==> src/rtl/tpc_pkg.sv <==
// Shared constants and types for the transmit phase compensation buffer.
package tpc_pkg;

    // ------------------------------------------------------------------
    // Geometry
    // ------------------------------------------------------------------
    localparam int TPC_MAX_WIDTH = 20;
    localparam int TPC_FIFO_DEPTH = 4;
    localparam int TPC_LEVEL_BITS = 3;

    // ------------------------------------------------------------------
    // Timing, in low-speed parallel clock ticks, and the priming fill level in words
    // ------------------------------------------------------------------
    localparam int TPC_LAT_MIN_TICKS = 2;
    localparam int TPC_LAT_MAX_TICKS = 3;
    localparam int TPC_REG_LAT_TICKS = 1;
    localparam logic [TPC_LEVEL_BITS-1:0] TPC_PRIME_LEVEL = 3'h2;

    // ------------------------------------------------------------------
    // Parallel clock divider: core clock cycles per parallel tick
    // ------------------------------------------------------------------
    localparam int TPC_PCLK_DIV = 4;
    localparam logic [7:0] TPC_PCLK_DIV_RST = 8'h00;

    // ------------------------------------------------------------------
    // Fabric-side width selection
    // ------------------------------------------------------------------
    typedef enum logic [1:0] {
        TPC_W8 = 2'h0,
        TPC_W10 = 2'h1,
        TPC_W16 = 2'h2,
        TPC_W20 = 2'h3
    } tpc_width_type;

    // ------------------------------------------------------------------
    // Control states, Gray coded along idle, prime, run; registered apart
    // ------------------------------------------------------------------
    typedef enum logic [1:0] {
        TPC_ST_IDLE = 2'h0,
        TPC_ST_PRIME = 2'h1,
        TPC_ST_RUN = 2'h3,
        TPC_ST_REG = 2'h2
    } tpc_state_type;

    // ------------------------------------------------------------------
    // One transmit word as it travels the path
    // ------------------------------------------------------------------
    typedef struct packed {
        logic [TPC_MAX_WIDTH-1:0] data;
        logic valid;
    } tpc_word_type;

    // Status toward the coding sublayer and user logic.
    typedef struct packed {
        logic overflow;
        logic underflow;
        logic running;
        logic [TPC_LEVEL_BITS-1:0] level;
    } tpc_status_type;

endpackage

==> src/rtl/tpc_fifo.sv <==
// Small synchronous FIFO with registered read data, used as the phase buffer.
`timescale 1ns/1ns
module tpc_fifo #(
    parameter int WIDTH = 20,
    parameter int DEPTH = 8,
    parameter int LEVEL_BITS = 4
) (
    // Clock and reset
    input wire logic i_core_clk,
    input wire logic i_sys_rst,
    input wire logic i_flush,
    // Fill side
    input wire logic i_wr_valid,
    output logic o_wr_ready,
    input wire logic [WIDTH-1:0] i_wr_data,
    // Drain side
    output logic o_rd_valid,
    input wire logic i_rd_ready,
    output logic [WIDTH-1:0] o_rd_data,
    output logic o_rd_strobe,
    // Occupancy
    output logic [LEVEL_BITS-1:0] o_level
);

    localparam int PTR_BITS = $clog2(DEPTH);

    logic [WIDTH-1:0] mem_q [DEPTH];
    logic [PTR_BITS:0] wr_ptr_q;
    logic [PTR_BITS:0] rd_ptr_q;
    logic [PTR_BITS:0] used;
    logic full;
    logic empty;
    logic push;
    logic pop;

    assign used = wr_ptr_q - rd_ptr_q;
    assign full = (used == (PTR_BITS+1)'(DEPTH));
    assign empty = (used == '0);
    assign o_wr_ready = !full;
    assign o_rd_valid = !empty;
    assign push = i_wr_valid && !full;
    assign pop = i_rd_ready && !empty;
    assign o_level = LEVEL_BITS'(used);

    // ------------------------------------------------------------------
    // Pointers
    // ------------------------------------------------------------------
    always_ff @(posedge i_core_clk or posedge i_sys_rst) begin
        if (i_sys_rst) begin
            wr_ptr_q <= '0;
            rd_ptr_q <= '0;
        end else if (i_flush) begin
            wr_ptr_q <= '0;
            rd_ptr_q <= '0;
        end else begin
            if (push) begin
                wr_ptr_q <= wr_ptr_q + 1'b1;
            end
            if (pop) begin
                rd_ptr_q <= rd_ptr_q + 1'b1;
            end
        end
    end

    // Storage has no reset so that it maps onto plain flops or LUT memory.
    always_ff @(posedge i_core_clk) begin
        if (push) begin
            mem_q[wr_ptr_q[PTR_BITS-1:0]] <= i_wr_data;
        end
    end

    // ------------------------------------------------------------------
    // Registered read port
    // ------------------------------------------------------------------
    always_ff @(posedge i_core_clk or posedge i_sys_rst) begin
        if (i_sys_rst) begin
            o_rd_data <= '0;
            o_rd_strobe <= 1'b0;
        end else begin
            o_rd_strobe <= pop && !i_flush;
            if (pop) begin
                o_rd_data <= mem_q[rd_ptr_q[PTR_BITS-1:0]];
            end
        end
    end

endmodule

==> src/rtl/tpc_phase_buffer.sv <==
// Transmit phase compensation buffer between fabric words and the coding sublayer.
`timescale 1ns/1ns

// Summary of operation
// - Words written on fabric ticks leave in the same order on parallel ticks, absorbing phase.
// - The buffer storage holds exactly four words, each of the full 20-bit width whatever width is configured.
// - In normal mode a written word reaches the read side two to three parallel ticks later.
// - In deterministic latency mode the buffer is one register adding one parallel tick.
// - The fabric word width is selectable as 8, 10, 16 or 20 bits; fabric supplies that width.
// - Direct fabric words and PIPE-path words are buffered in exactly the same way.
// - Buffered words go on to the rest of the coding sublayer and then the serial stage.
module tpc_phase_buffer
    import tpc_pkg::*;
#(
    parameter int PCLK_DIV = tpc_pkg::TPC_PCLK_DIV,
    parameter int DEPTH = tpc_pkg::TPC_FIFO_DEPTH
) (
    // Clock and reset
    input wire logic i_core_clk,
    input wire logic i_sys_rst,
    // Configuration
    input wire tpc_pkg::tpc_width_type i_width_sel,
    input wire logic i_det_lat_mode,
    input wire logic i_pipe_sel,
    // Fabric side, one word per fabric tick
    input wire logic i_fab_tick,
    input wire tpc_pkg::tpc_word_type i_fab_word,
    input wire tpc_pkg::tpc_word_type i_pipe_word,
    output logic o_fab_ready,
    // Coding sublayer side
    output logic o_pclk_tick,
    output tpc_pkg::tpc_word_type o_pcs_word,
    // Status
    output tpc_pkg::tpc_status_type o_status
);

    import tpc_pkg::*;

    // ------------------------------------------------------------------
    // Declarations
    // ------------------------------------------------------------------
    tpc_state_type state_q;
    tpc_state_type state_d;
    logic [7:0] div_cnt_q;
    logic pclk_tick;
    logic det_lat_q;
    logic [1:0] width_q;
    logic mode_change;
    logic [TPC_MAX_WIDTH-1:0] width_mask;
    tpc_word_type src_word;
    logic [TPC_MAX_WIDTH-1:0] src_data;
    logic fifo_wr_valid;
    logic fifo_wr_ready;
    logic fifo_rd_valid;
    logic fifo_rd_ready;
    logic fifo_flush;
    logic [TPC_MAX_WIDTH-1:0] fifo_rd_data;
    logic fifo_rd_strobe;
    logic [TPC_LEVEL_BITS-1:0] fifo_level;
    logic [TPC_MAX_WIDTH-1:0] out_data_q;
    logic out_valid_q;
    logic overflow_q;
    logic underflow_q;

    // ------------------------------------------------------------------
    // Parallel clock enable
    // ------------------------------------------------------------------
    // The low-speed parallel clock is one enable pulse every PCLK_DIV core
    // cycles; the fabric tick arrives at the same rate but any phase.
    always_ff @(posedge i_core_clk or posedge i_sys_rst) begin
        if (i_sys_rst) begin
            div_cnt_q <= TPC_PCLK_DIV_RST;
        end else if (div_cnt_q == 8'(PCLK_DIV - 1)) begin
            div_cnt_q <= TPC_PCLK_DIV_RST;
        end else begin
            div_cnt_q <= div_cnt_q + 8'h01;
        end
    end

    assign pclk_tick = (div_cnt_q == 8'(PCLK_DIV - 1));
    assign o_pclk_tick = pclk_tick;

    // ------------------------------------------------------------------
    // Configuration capture
    // ------------------------------------------------------------------
    // A change of mode or width restarts the buffer, since words of the
    // old shape left inside would come out with the wrong latency.
    always_ff @(posedge i_core_clk or posedge i_sys_rst) begin
        if (i_sys_rst) begin
            det_lat_q <= 1'b0;
            width_q <= 2'h0;
        end else begin
            det_lat_q <= i_det_lat_mode;
            width_q <= i_width_sel;
        end
    end

    assign mode_change = (det_lat_q != i_det_lat_mode) || (width_q != i_width_sel);

    // ------------------------------------------------------------------
    // Source selection and width masking
    // ------------------------------------------------------------------
    always_comb begin
        src_word = i_pipe_sel ? i_pipe_word : i_fab_word;
    end

    always_comb begin
        case (i_width_sel)
            TPC_W8: width_mask = 20'h000ff;
            TPC_W10: width_mask = 20'h003ff;
            TPC_W16: width_mask = 20'h0ffff;
            TPC_W20: width_mask = 20'hfffff;
            default: width_mask = 20'hfffff;
        endcase
    end

    // Bits above the selected width are forced low so that stale lanes of a
    // wider earlier setting never reach the encoder.
    assign src_data = src_word.data & width_mask;

    // ------------------------------------------------------------------
    // Control state machine
    // ------------------------------------------------------------------
    always_comb begin
        state_d = state_q;
        case (state_q)
            TPC_ST_IDLE: begin
                if (!mode_change) begin
                    state_d = i_det_lat_mode ? TPC_ST_REG : TPC_ST_PRIME;
                end
            end
            TPC_ST_PRIME: begin
                if (mode_change) begin
                    state_d = TPC_ST_IDLE;
                end else if (pclk_tick && fifo_level >= TPC_PRIME_LEVEL) begin
                    state_d = TPC_ST_RUN;
                end
            end
            TPC_ST_RUN: begin
                if (mode_change) begin
                    state_d = TPC_ST_IDLE;
                end else if (pclk_tick && !fifo_rd_valid) begin
                    state_d = TPC_ST_PRIME;
                end
            end
            TPC_ST_REG: begin
                if (mode_change) begin
                    state_d = TPC_ST_IDLE;
                end
            end
            default: begin
                state_d = TPC_ST_IDLE;
            end
        endcase
    end

    always_ff @(posedge i_core_clk or posedge i_sys_rst) begin
        if (i_sys_rst) begin
            state_q <= TPC_ST_IDLE;
        end else begin
            state_q <= state_d;
        end
    end

    // ------------------------------------------------------------------
    // Phase buffer
    // ------------------------------------------------------------------
    // Writes follow the fabric tick, reads follow the parallel tick; the
    // two-word priming level sets the steady fill that gives the latency.
    assign fifo_flush = (state_q == TPC_ST_IDLE) || (state_q == TPC_ST_REG);
    assign fifo_wr_valid = i_fab_tick && src_word.valid
                           && (state_q == TPC_ST_PRIME || state_q == TPC_ST_RUN);
    assign fifo_rd_ready = pclk_tick && (state_q == TPC_ST_RUN);

    tpc_fifo #(
        .WIDTH(TPC_MAX_WIDTH),
        .DEPTH(DEPTH),
        .LEVEL_BITS(TPC_LEVEL_BITS)
    ) u_fifo (
        .i_core_clk(i_core_clk),
        .i_sys_rst(i_sys_rst),
        .i_flush(fifo_flush),
        .i_wr_valid(fifo_wr_valid),
        .o_wr_ready(fifo_wr_ready),
        .i_wr_data(src_data),
        .o_rd_valid(fifo_rd_valid),
        .i_rd_ready(fifo_rd_ready),
        .o_rd_data(fifo_rd_data),
        .o_rd_strobe(fifo_rd_strobe),
        .o_level(fifo_level)
    );

    // Back-pressure reaches the fabric; with locked rates it drops only in the idle state.
    assign o_fab_ready = fifo_flush ? (state_q == TPC_ST_REG) : fifo_wr_ready;

    // ------------------------------------------------------------------
    // Output register toward the coding sublayer
    // ------------------------------------------------------------------
    // In registered mode the word present at a parallel tick is taken
    // straight into this register, so it leaves one tick later.
    always_ff @(posedge i_core_clk or posedge i_sys_rst) begin
        if (i_sys_rst) begin
            out_data_q <= '0;
            out_valid_q <= 1'b0;
        end else if (state_q == TPC_ST_REG) begin
            if (pclk_tick) begin
                out_data_q <= src_data;
                out_valid_q <= src_word.valid;
            end
        end else if (fifo_rd_strobe) begin
            out_data_q <= fifo_rd_data;
            out_valid_q <= 1'b1;
        end else if (pclk_tick && state_q != TPC_ST_RUN) begin
            out_valid_q <= 1'b0;
        end
    end

    assign o_pcs_word.data = out_data_q;
    assign o_pcs_word.valid = out_valid_q;

    // ------------------------------------------------------------------
    // Error flags
    // ------------------------------------------------------------------
    // A rate mismatch shows up as a write into a full buffer or a read
    // from an empty one. The flags hold until the buffer is restarted.
    always_ff @(posedge i_core_clk or posedge i_sys_rst) begin
        if (i_sys_rst) begin
            overflow_q <= 1'b0;
        end else if (fifo_wr_valid && !fifo_wr_ready) begin
            overflow_q <= 1'b1;
        end else if (state_q == TPC_ST_IDLE) begin
            overflow_q <= 1'b0;
        end
    end

    always_ff @(posedge i_core_clk or posedge i_sys_rst) begin
        if (i_sys_rst) begin
            underflow_q <= 1'b0;
        end else if (state_q == TPC_ST_RUN && pclk_tick && !fifo_rd_valid) begin
            underflow_q <= 1'b1;
        end else if (state_q == TPC_ST_IDLE) begin
            underflow_q <= 1'b0;
        end
    end

    assign o_status.overflow = overflow_q;
    assign o_status.underflow = underflow_q;
    assign o_status.running = (state_q == TPC_ST_RUN) || (state_q == TPC_ST_REG);
    assign o_status.level = fifo_level;

endmodule

==> config.mk <==
export PLATFORM = sky130hd
export DESIGN_NAME = tpc_phase_buffer
export DESIGN_NICKNAME = d
export VERILOG_FILES = /design/src/rtl/tpc_pkg.sv /design/src/rtl/tpc_fifo.sv /design/src/rtl/tpc_phase_buffer.sv
export SDC_FILE = /design/constraint.sdc
export NUM_CORES = 1
export LEC_CHECK = 0
export BUFFER_PORTS_ARGS = -buffer_cell sky130_fd_sc_hd__buf_4
export CORE_MARGIN = 10
export CORE_UTILIZATION = 45
export CTS_BUF_LIST = sky130_fd_sc_hd__clkbuf_4
export CTS_CLUSTER_DIAMETER = 50
export DETAILED_ROUTE_END_ITERATION = 10
export PLACE_DENSITY = 0.62
export SLEW_MARGIN = 10
export SYNTH_ARGS = -nofsm -noshare
export SYNTH_HDL_FRONTEND = slang
export SYNTH_HIERARCHICAL = 1
export SYNTH_SLANG_ARGS = --single-unit
==> constraint.sdc <==
create_clock -name i_core_clk -period 6.6 [get_ports i_core_clk]
set_input_delay 0.33 -clock i_core_clk [delete_from_list [all_inputs] [get_ports i_core_clk]]
set_output_delay 0.33 -clock i_core_clk [all_outputs]
set_load 0.01 [all_outputs]
**Word-level counts from Yosys, hierarchy flattened**

Memories as Yosys holds them, arrays and structs flattened. A register that Yosys moved wholly into a read port is not among the register bits.
Cells that the tools add are included.

- Register bits after elaboration: 43
- Memory bits (writable): 80
- Bits of input ports: 49
- Output and inout bits: 29
- Logic and storage cells: 92
- Memories kept: 1

- $add $sub $neg: 4
- Magnitude comparators: 1
- Eq/ne operators: 16
- Muxes and demuxes: 28
- Bitwise operators: 1
- Reductions and logical operators: 30

Memories:

| name | depth | width | read ports | clocked after Yosys merged registers in | wr ports | line | source |
|---|---|---|---|---|---|---|---|
| u_fifo.mem_q | 4 | 20 | 1 | 1 | 1 | tpc_fifo.sv:27 | `logic [WIDTH-1:0] mem_q [DEPTH];` |

Operators by type and width:

| operator | number |
|---|---|
| $pmux W20 S4 | 1 |
| $mux W20 | 3 |
| $mux W21 | 1 |
| $and A20 B20 Y20 | 1 |
| $mux W2 | 7 |
| $mux W3 | 4 |
| $logic_and A1 B1 Y1 | 11 |
| $mux W1 | 10 |
| $reduce_bool A2 Y1 | 5 |
| $add A8 B1 Y8 const B | 1 |
| $eq A2 B2 Y1 const B | 4 |
| $eq A8 B2 Y1 const B | 1 |
| $mux W8 | 1 |
| $ne A2 B2 Y1 const B | 4 |
| $pmux W2 S4 | 1 |
| $add A3 B1 Y3 const B | 2 |
| $ne A3 B3 Y1 const B | 2 |
| $eq A2 B1 Y1 const B | 2 |
| $logic_not A2 Y1 | 2 |
| $logic_or A1 B1 Y1 | 4 |
| $reduce_and A2 Y1 | 2 |
| $reduce_and A4 Y1 | 1 |
| $eq A3 B3 Y1 const B | 1 |
| $ge A3 B2 Y1 const B | 1 |
| 6 further kinds | 8 |

**Longest topological paths before layout**

Gate-level depths: netlist of the first run.

- Word-level depth: 6
- Gate-level depth with buffers: 8
- Depth with buffers taken out: 8

**Hierarchy**

Netlist of the first run, hierarchy kept.

Modules (own cells, without submodules):

| module | times used | cells an instance | area each (um2) |
|---|---|---|---|
| tpc_fifo | 1 | 199 | 4,219.0 |
| tpc_phase_buffer | 1 | 192 | 2,122.0 |

**Worst setup path before layout of the first run**

Ideal clock, no wire load.

- Kind: register to register
- Start: reg u_fifo.wr_ptr_q[0]
- End: reg u_fifo.wr_ptr_q[2]
- Library setup time: 126 ps
- Data arrival time: 2,944 ps
- Data required time: 6,474 ps
- Slack: 3,530 ps
- Cell stages (with the launch flop): 7
- Period minus slack after synthesis: 3,070 ps
- Path through: dfrtp_1 inv_1 ha_1 fa_1 xor3_2 a31oi_1 mux2_2

RTL lines:

| element | line | source |
|---|---|---|
| start, declared | tpc_fifo.sv:28 | `logic [PTR_BITS:0] wr_ptr_q;` |
| start signal, assigned | tpc_fifo.sv:57 | `wr_ptr_q <= wr_ptr_q + 1'b1;` |

**Final worst setup path of the first run**

- Start: reg u_fifo.rd_ptr_q[1]
- End: mem u_fifo.mem_q[1][16], enable pin

- Word-level cells in the longest chain between the ends: 6

RTL lines:

| element | line | source |
|---|---|---|
| start, declared | tpc_fifo.sv:29 | `logic [PTR_BITS:0] rd_ptr_q;` |
| start signal, assigned | tpc_fifo.sv:60 | `rd_ptr_q <= rd_ptr_q + 1'b1;` |
| $sub A3 B3 Y3 | tpc_fifo.sv:36 | `assign used = wr_ptr_q - rd_ptr_q;` |
| $eq A3 B3 Y1 | tpc_fifo.sv:37 | `assign full = (used == (PTR_BITS+1)'(DEPTH));` |
| $logic_not A1 Y1 | tpc_fifo.sv:41 | `assign push = i_wr_valid && !full;` |
| $logic_and A1 B1 Y1 | tpc_fifo.sv:41 |  |
| $mux W1 | tpc_fifo.sv:67 | `if (push) begin` |
| $mux W1 (implied by the code) | tpc_fifo.sv:68 | `mem_q[wr_ptr_q[PTR_BITS-1:0]] <= i_wr_data;` |
| end, declared | tpc_fifo.sv:27 |  |

No other way between the ends.

==> summary.txt, run 1 <==
Synth
  • Proportion of synthesized area in mux cells: 23.20%
  • Synth Instances: 391
  • Seq/Total Area, Yosys: 62.75%
  • #FFs+latches synth: 143
  • Yosys warns: 6
  • Post-Synth Simple-Gate Area: 5.012%
  • Largest family of logic cells by synthesized area: multiplexers
  • Largest cells by area after synthesis: edfxtp_1 (38%), dfrtp_1 (25%), mux4_2 (7.1%), mux2_4 (6.6%), mux2i_1 (6.6%)
  • Fraction of the mapped netlist area in compound gates: 1.756%
  • Synth top area share: 37.88%
  • Syn_nets: 448
  • Synth Cell Area: 0.006341 mm²
  • Adder-Cell Fraction of Synth Area: 1.697%
  • Xor-xnor portion of the synthesized cell area: 1.638%
  • Cell accounting for the most synthesized area: edfxtp_1
  • Count of cell types in the netlist: 37
  • Synth Area per Inst: 16.22 µm²

Route
  • Wire length per cell: 19.17 µm
  • DRT iter0 DRCs: 138
  • Wire length after detailed routing: 12820 µm
  • Vias per cell: 5.070
  • Via count: 3392
  • Drt drc: 0
  • TritonRoute pass-1 iters: 4
  • Post-route ant nets: 0

Floorplan
  • Initial Util: 45.86%
  • Core area: 0.01383 mm²
  • Row count: 43
  • Die width: 138.7 µm
  • Die footprint: 0.01924 mm²
  • Io pins: 78
  • Die extent in y: 138.7 µm

STA
  • Slew @ Worst Pin: 1.120 ns
  • TNS Setup: 0 ns
  • Final setup fails: 0
  • Post-layout minimum cycle time: 3.523 ns
  • RSZ-0062 raised after global routing: false
  • Final Max Slew Viols: 0
  • Fmax: 283.8 MHz
  • Final hold violation count: 0
  • Final Cycle Share: 53.38%
  • Slew HR: 25.08%
  • Clock skew: 0.02307 ns

Final layout
  • Most frequent cells in the layout: buf_4 (81), edfxtp_1 (80), dfrtp_1 (63)
  • Final core utilization: 53.57%
  • Final Net Count: 532
  • Most common cell after layout, fill and taps aside: buf_4
  • Final Cell Area: 0.007407 mm²
  • Finished Layout Cells: 669
  • Fraction of layout cells with a size suffix above 1: 37.30%
  • Area Overhead vs Synth: 16.81%

Worst hold path
  • Worst Hold Class: in2reg
  • Hold EP: overflow_q
  • Worst hold start: i_fab_tick
  • Hold Path Cell Cnt: 3

Power and ir drop
  • Worst vdd ir: 0.1093 mV
  • Leak: 3.112 nW
  • P per Cell Area: 242.2 mW/mm²
  • Tot Pwr: 0.001794 W

Critical path
  • Critical path class: reg2reg
  • Crit path launch type: flop
  • FF-to-FF End: u_fifo/mem_q[1][16]
  • CP required: 6.77 ns
  • Critical Path End Type: flop
  • R2R depth: 4
  • CP arrival: 3.69 ns
  • Critical R2R Launch: u_fifo/rd_ptr_q[1]
  • FF-to-FF setup slack: 3.08 ns
  • Max FO, Critical Path: 23

Run status
  • Status: finished clean

Placed design
  • IO Port Bufs: 77
  • Post-DP HPWL: 8523 µm
  • Placer congestion estimate: 0.7751
  • Placed cells: 632
  • Placed Area: 0.007038 mm²

Clock tree
  • Post-CTS Resized: 0
  • CTS sink count: 143
  • CTS max path bufs: 2
  • Clock latency on the worst-skew pair: 0.55 ns
  • TritonCTS buffer count: 17
  • TritonCTS clock tree: yes
  • Clock slew at reported path FFs: 0.12 ns
  • Post-CTS setup buffer count: 0
  • CTS Root Cell: clkbuf_4
  • H-tree depth: 4
  • Post-CTS Hold Fix Bufs: 4

Global routing
  • Initial antenna violation count: 1
  • Vias in the first global route: 3729
  • GRT Util Overall: 13.67%
  • GRT overflow: 0
  • Largest net degree at the start of global routing: 29
  • Global-route wire length before repair: 20710 µm

Flow run
  • Max Cap Viol: 0
[Yosys cell counts]
cell,count
a31oi_1,3
nand3_1,9
o21ai_0,4
or2_2,1
clkbuf_1,5
inv_1,26
nand2_1,10
nor4b_2,1
o311ai_0,1
ha_1,7
and2_1,4
mux2_4,28
buf_2,4
a21oi_1,1
nor2b_1,9
buf_4,5
and3_1,3
or3_1,1
edfxtp_1,80
nand2b_1,5
mux2_2,16
fa_1,1
buf_6,5
buf_12,1
a211o_1,1
nor3_1,1
mux4_2,20
dfrtp_1,63
o311a_1,1
o21ai_2,1
a21o_1,1
nor2_1,19
o2111ai_1,1
xnor2_1,9
o21a_4,1
mux2i_1,42
xor3_2,1
[per-stage QoR]
step | worst slack (ns) | hold slack [ns]
floorplan | 3.530 | 0.3614
CTS | 3.039 | 0.09148
finish | 3.077 | 0.1217
global placement | 3.171 | 0.3868
detailed placement | 3.060 | 0.4107
global route | 2.803 | 0.09265
[power by group]
| group | internal, W | leakage (nW) | switching, W |
|---|---|---|---|
| Combinational | 0.0000891 | 1.38 | 0.0000867 |
| Clock | 0.000305 | 0.168 | 0.000315 |
| Sequential | 0.000979 | 1.56 | 0.0000191 |
[flip-flops by register name, indices dropped and copies added (netlist names)]
signal / count
det_lat_q: 1
u_fifo/mem_q: 80
out_valid_q: 1
state_q: 2
u_fifo/o_rd_strobe: 1
u_fifo/wr_ptr_q: 3
u_fifo/rd_ptr_q: 3
u_fifo/o_rd_data: 20
div_cnt_q: 8
out_data_q: 20
width_q: 2
overflow_q: 1
underflow_q: 1
[worst max-delay path, cell delays in order, from the launching register on]
cell     delay [ns]
dfrtp_1        1.09
fa_1           0.34
xor3_2         0.35
a31oi_1        0.41
and2_1         0.94
[cell families after synthesis]
group | after synthesis
AOI/OAI and AO/OA | 15
muxes | 106
and+or+nand+nor | 63
buffers and inverters | 46
xor gates and xnor gates | 10
DFF | 143
adders and majority gates | 8
[cell type report]
cell class              count  area [µm²]
clock buffers              18       135.1
well taps                 180       225.2
clock inverters            14       191.4
repair buffers             85       648.1
diodes                      1       2.502
multi-input cells         202        2128
fillers                  1133        6420
inverters                  26       97.59
flip-flops and latches    143        3979
[worst max-delay path by stage]
stage,cells past startpoint,endpoint,startpoint,slack [ns]
after floorplan,6,u_fifo/wr_ptr_q[2],u_fifo/wr_ptr_q[0],3.53
after global placement,4,u_fifo/mem_q[1][14],u_fifo/rd_ptr_q[1],3.17
after detailed placement,4,u_fifo/mem_q[1][2],u_fifo/rd_ptr_q[1],3.06
after CTS,4,u_fifo/mem_q[1][13],u_fifo/rd_ptr_q[1],3.04
after global routing,4,u_fifo/mem_q[1][13],u_fifo/rd_ptr_q[1],2.80
final,4,u_fifo/mem_q[1][16],u_fifo/rd_ptr_q[1],3.08
[metal layers]
metal	vias up	GRT usage [%]	part of all wire (%)	wire length [µm]
met5	-	0	0	0
met3	14	3.562	3.9	495
met4	0	5.601	1.9	240
li1	1596	-	-	-
met2	66	22.19	49	6250
met1	1716	17.01	46	5835
(Power assumes the default switching activity.)
==> inputs of run 2 (changes only) <==
PLACE_DENSITY = 0.65   (was 0.62)
clock period = 2.97 ns   (was 6.6 ns; I/O delays follow)
==> summary.txt, run 2 (same netlist as run 1, synthesis figures left out) <==
Run status
  • Status: finished clean

Floorplan
  • Die width: 138.7 µm
  • Core area: 0.01383 mm²
  • Die extent in y: 138.7 µm
  • Die footprint: 0.01924 mm²
  • Io pins: 78
  • Initial Util: 45.86%
  • Row count: 43

STA
  • Final hold violation count: 0
  • Fmax: 365.8 MHz
  • Slew HR: 53.08%
  • Clock skew: 0.01412 ns
  • TNS Setup: 0 ns
  • Slew @ Worst Pin: 0.7012 ns
  • RSZ-0062 raised after global routing: false
  • Final Max Slew Viols: 0
  • Final setup fails: 0
  • Post-layout minimum cycle time: 2.734 ns
  • Final Cycle Share: 92.06%

Final layout
  • Most common cell after layout, fill and taps aside: buf_4
  • Number of flip-flops in the largest register: 80
  • Fill cells: 1152
  • Multi-input gate area: 0.002128 mm²
  • Fraction of layout cells with a size suffix above 1: 36.84%
  • Final Net Count: 557
  • Antenna cells: 0
  • Most frequent cells in the layout: buf_4 (89), edfxtp_1 (80), dfrtp_1 (63)
  • Area Overhead vs Synth: 18.90%
  • Final Cell Area: 0.007540 mm²
  • FF/Latch Area: 0.003979 mm²

Route
  • Vias per cell: 5.062
  • Post-route ant nets: 0
  • Wire length per cell: 18.60 µm
  • Wire length after detailed routing: 12890 µm
  • TritonRoute pass-1 iters: 4
  • Drt drc: 0
  • Via count: 3508
  • DRT iter0 DRCs: 140

Flow run
  • Max Cap Viol: 0

Critical path
  • CP Cell Sequence: inv_1 > ha_1 > fa_1 > xor3_2 > a31oi_1 > and2_1 > buf_4
  • Worst path max stage delay: 0.44 ns
  • Crit path launch type: flop
  • Critical path class: reg2reg
  • R2R depth: 7
  • Max FO, Critical Path: 20
  • CP Buf/Inv Count: 2
  • Cell family with most CP delay: adder cells
  • FF-to-FF End: u_fifo/mem_q[1][8]
  • Critical R2R Launch: u_fifo/wr_ptr_q[0]
  • Critical Path End Type: flop
  • Critical-path top delay cell: a31oi_1
  • CP required: 3.19 ns
  • FF-to-FF setup slack: 0.24 ns
  • CP arrival: 2.95 ns

Worst hold path
  • Worst Hold Class: in2reg
  • Hold EP: out_data_q[1]
  • Worst hold start: i_fab_word[2]
  • Hold Path Cell Cnt: 4

Global routing
  • Initial antenna violation count: 0
  • GRT overflow: 0
  • Global-route wire length before repair: 20960 µm
  • Vias in the first global route: 3896
  • GRT Util Overall: 13.67%
  • Largest net degree at the start of global routing: 28

Placed design
  • Post-DP HPWL: 8655 µm
  • Placer congestion estimate: 0.7321
  • Placed Area: 0.007098 mm²
  • IO Port Bufs: 77

Clock tree
  • TritonCTS buffer count: 17
  • CTS max path bufs: 2
  • Clock slew at reported path FFs: 0.12 ns
  • Clock latency on the worst-skew pair: 0.53 ns
  • H-tree depth: 4
  • CTS Root Cell: clkbuf_4
  • TritonCTS clock tree: yes
  • CTS sink count: 143
  • Post-CTS Resized: 0

Power and ir drop
  • Leak: 3.185 nW
  • Worst vdd ir: 0.2602 mV
  • P per Cell Area: 488.6 mW/mm²
  • Tot Pwr: 0.003684 W
run 2: cell types whose count changed in the layout (fill, tap and decap cells not counted), sizes merged, moves of 2 or more:
cell and change:
inv -2, bufinv -3, buf +8, dlygate4sd3 +17, clkinv +5
run 2: worst max path at each step:
stage / from / endpoint / slack [ns] / cells past startpoint
2_1_floorplan: u_fifo/wr_ptr_q[0] / u_fifo/mem_q[0][0] / 0.31 / 6
5_1_grt: u_fifo/wr_ptr_q[0] / u_fifo/mem_q[0][3] / 0.08 / 7
4_1_cts: u_fifo/wr_ptr_q[0] / u_fifo/mem_q[1][5] / 0.22 / 7
3_3_place_gp: u_fifo/wr_ptr_q[0] / u_fifo/mem_q[0][15] / 0.36 / 7
6_report: u_fifo/wr_ptr_q[0] / u_fifo/mem_q[1][8] / 0.24 / 7
3_5_place_dp: u_fifo/wr_ptr_q[0] / u_fifo/mem_q[1][11] / 0.25 / 7
run 2: layer usage:
layer  up-vias  part of all wire, %  wire length, µm  track usage [%]
li1       1648                    -                -                -
met1      1759                   45             5840            17.16
met5         -                    0                0                0
met2        84                   49             6258            21.86
met3        17                  4.6              599            3.870
met4         0                  1.5              189            5.437
run 2: power breakdown:
| group | leakage (nW) | switching, W | internal (W) |
|---|---|---|---|
| registers | 1.56 | 0.0000409 | 0.00218 |
| clock network | 0.129 | 0.000665 | 0.000392 |
| logic | 1.49 | 0.000193 | 0.000217 |
| total | 3.19 | 0.000899 | 0.00279 |
run 2: timing repair:
action	in CTS	in global routing
hold buffers	21	0
hold endpoints to repair	76	0
setup buffers	0	0
run 2: layout make-up:
class	count	area share [%]
Multi-Input combinational cell	202	28.23
Inverter	26	1.294
Timing Repair Buffer	110	11.65
Clock inverter	15	1.377
Clock buffer	17	1.693
Sequential cell	143	52.77
Tap cell	180	2.987
run 2: tightest hold or removal path, stage by stage:
cell	delay, ns
buf_4	0.08
mux2_2	0.14
mux2i_1	0.06
mux2i_1	0.13
run 2: through the flow:
| step | instances | hold slack [ns] | setup slack (ns) | util, % |
|---|---|---|---|---|
| after floorplan | 391 | 0.1799 | 0.3061 | - |
| after global placement | 640 | 0.2490 | 0.3616 | 51.33 |
| after detailed placement | 640 | 0.2547 | 0.2471 | 51.33 |
| after CTS | 693 | 0.02853 | 0.2173 | 54.53 |
| after global routing | 693 | 0.05373 | 0.07648 | 54.53 |
| final | 693 | 0.06361 | 0.2359 | 54.53 |
==> inputs of run 3 (changes only) <==
CELL_PAD_IN_SITES_DETAIL_PLACEMENT = 0   (was unset)
CELL_PAD_IN_SITES_GLOBAL_PLACEMENT = 1   (was unset)
PLACE_DENSITY = 0.75   (was 0.65)
==> summary.txt, run 3 (same netlist as run 1, synthesis figures left out) <==
Placed design
  • IO Port Bufs: 77
  • DP Worst Slack: 0.2541 ns
  • Placed Area: 0.007106 mm²
  • Post-DP HPWL: 8607 µm
  • Placer congestion estimate: 0.7897

Run status
  • Status: finished clean

Critical path
  • CP required: 3.17 ns
  • FF-to-FF setup slack: 0.25 ns
  • Max FO, Critical Path: 20
  • CP Cell Sequence: inv_1 > ha_1 > fa_1 > xor3_2 > a31oi_1 > and2_1 > buf_4
  • FF-to-FF End: u_fifo/mem_q[2][0]
  • Critical Path End Type: flop
  • Critical-path top delay cell: a31oi_1
  • Cell family with most CP delay: adder cells
  • Critical R2R Launch: u_fifo/wr_ptr_q[0]
  • CP Launch Point: u_fifo/wr_ptr_q[0]
  • R2R depth: 7
  • Crit path launch type: flop
  • CP arrival: 2.92 ns
  • Critical path class: reg2reg
  • Setup crit end: u_fifo/mem_q[2][0]
  • Levels on crit path: 7
  • Worst path max stage delay: 0.44 ns
  • CP Buf/Inv Count: 2

Global routing
  • Vias in the first global route: 3893
  • Largest net degree at the start of global routing: 37
  • GRT Util Overall: 14.08%
  • Initial antenna violation count: 0
  • Global-route wire length before repair: 21470 µm
  • GRT overflow: 0

STA
  • Fmax: 367.6 MHz
  • TNS Setup: 0 ns
  • Slew @ Worst Pin: 0.7701 ns
  • Final worst setup slack: 0.2493 ns
  • Final Max Slew Viols: 0
  • Post-layout minimum cycle time: 2.721 ns
  • Final setup fails: 0
  • Final Cycle Share: 91.60%
  • RSZ-0062 raised after global routing: false
  • Slew HR: 48.47%
  • Final hold violation count: 0
  • Clock skew: 0.01699 ns

Floorplan
  • Core area: 0.01383 mm²
  • Die width: 138.7 µm
  • Die footprint: 0.01924 mm²
  • Row count: 43
  • Die extent in y: 138.7 µm
  • Io pins: 78
  • Initial Util: 45.86%

Flow run
  • Max Cap Viol: 0

Power and ir drop
  • Sequential share of power: 59.5%
  • Worst vdd ir: 0.2621 mV
  • Pint: 0.002842 W
  • Sw Ratio: 23.71%
  • Leak: 3.202 nW
  • NetSw: 0.0008833 W
  • Combinational share of power: 11.0%
  • P per Cell Area: 493.0 mW/mm²
  • Tot Pwr: 0.003725 W
  • Clock network power share: 29.5%

Final layout
  • Fraction of layout cells with a size suffix above 1: 36.96%
  • Fill cells: 1111
  • Number of flip-flops in the largest register: 80
  • Final Net Count: 558
  • Final Cell Area: 0.007556 mm²
  • Most frequent cells in the layout: buf_4 (90), edfxtp_1 (80), dfrtp_1 (63)
  • Final core utilization: 54.65%
  • Area Overhead vs Synth: 19.16%
  • Most common cell after layout, fill and taps aside: buf_4
  • Antenna cells: 0

Worst hold path
  • Worst Hold Class: in2reg

Route
  • Via count: 3554
  • TritonRoute pass-1 iters: 6
  • Wire length per cell: 18.93 µm
  • Drt drc: 0
  • Vias per cell: 5.121
  • Post-route ant nets: 0
  • DRT iter0 DRCs: 201
  • Wire length after detailed routing: 13130 µm

Clock tree
  • Post-CTS setup buffer count: 0
  • Post-CTS Hold Fix Bufs: 21
  • Clock slew at reported path FFs: 0.12 ns
  • Clock latency on the worst-skew pair: 0.53 ns
  • CTS sink count: 143
  • Post-CTS Resized: 0
  • TritonCTS buffer count: 17
  • TritonCTS clock tree: yes
  • CTS Root Cell: clkbuf_4
  • H-tree depth: 4
  • CTS max path bufs: 2
## run 3: cell types whose count changed in the layout (fill, tap and decap cells not counted)
| cell | before | now |
|---|---|---|
| clkbuf_4 | 17 | 22 |
| buf_4 | 89 | 90 |
| inv_4 | 0 | 1 |
| clkinv_2 | 8 | 4 |
| clkinvlp_4 | 3 | 1 |
## run 3: stage by stage
| step | cells | hold slack, ns |
|---|---|---|
| 5_1_grt | 694 | 0.05167 |
| 3_5_place_dp | 641 | 0.2798 |
| 6_report | 694 | 0.07618 |
| 2_1_floorplan | 391 | 0.1799 |
| 3_3_place_gp | 641 | 0.2737 |
| 4_1_cts | 694 | 0.01872 |
## run 3: final cells by class
| cell class | instances | area [µm²] | area share, % |
|---|---|---|---|
| sequential | 143 | 3979 | 52.66 |
| multi-input combinational | 202 | 2128 | 28.17 |
| timing repair buffer | 111 | 885.9 | 11.72 |
| tap | 180 | 225.2 | 2.981 |
| clock buffer | 22 | 165.2 | 2.186 |
| inverter | 26 | 97.59 | 1.292 |
| clock inverter | 10 | 75.07 | 0.9935 |
## run 3: how the worst min path moves through the flow
stage	slack, ns	cells after the start	to	startpoint
2_1_floorplan	0.18	0	det_lat_q	i_det_lat_mode
3_3_place_gp	0.27	3	u_fifo/o_rd_data[7]	i_sys_rst
3_5_place_dp	0.28	3	u_fifo/wr_ptr_q[2]	i_sys_rst
4_1_cts	0.02	4	out_data_q[6]	i_fab_word[7]
5_1_grt	0.05	4	out_data_q[4]	i_fab_word[5]
6_report	0.08	4	out_data_q[3]	i_fab_word[4]
## run 3: power by group through the flow
| stage | combinational, W | sequential, W | clock (W) |
|---|---|---|---|
| after floorplan | 0.000156 | 0.00229 | 0 |
| after global placement | 0.000389 | 0.00226 | 0 |
| after detailed placement | 0.000395 | 0.00226 | 0 |
| after CTS | 0.000422 | 0.00222 | 0.00114 |
| after global routing | 0.000454 | 0.00223 | 0.00124 |
| final | 0.000410 | 0.00222 | 0.00110 |
## run 3: layer usage
layer	wire (µm)	track usage, %
met4	137	4.448
met2	6529	22.82
met1	5882	17.54
met3	584	4.486
met5	0	0
## run 3: worst reg2reg max path: stages, from the launching register on
cell and delay (ns):
dfrtp_1 0.41, inv_1 0.11, ha_1 0.22, fa_1 0.38
xor3_2 0.33, a31oi_1 0.44, and2_1 0.21, buf_4 0.31
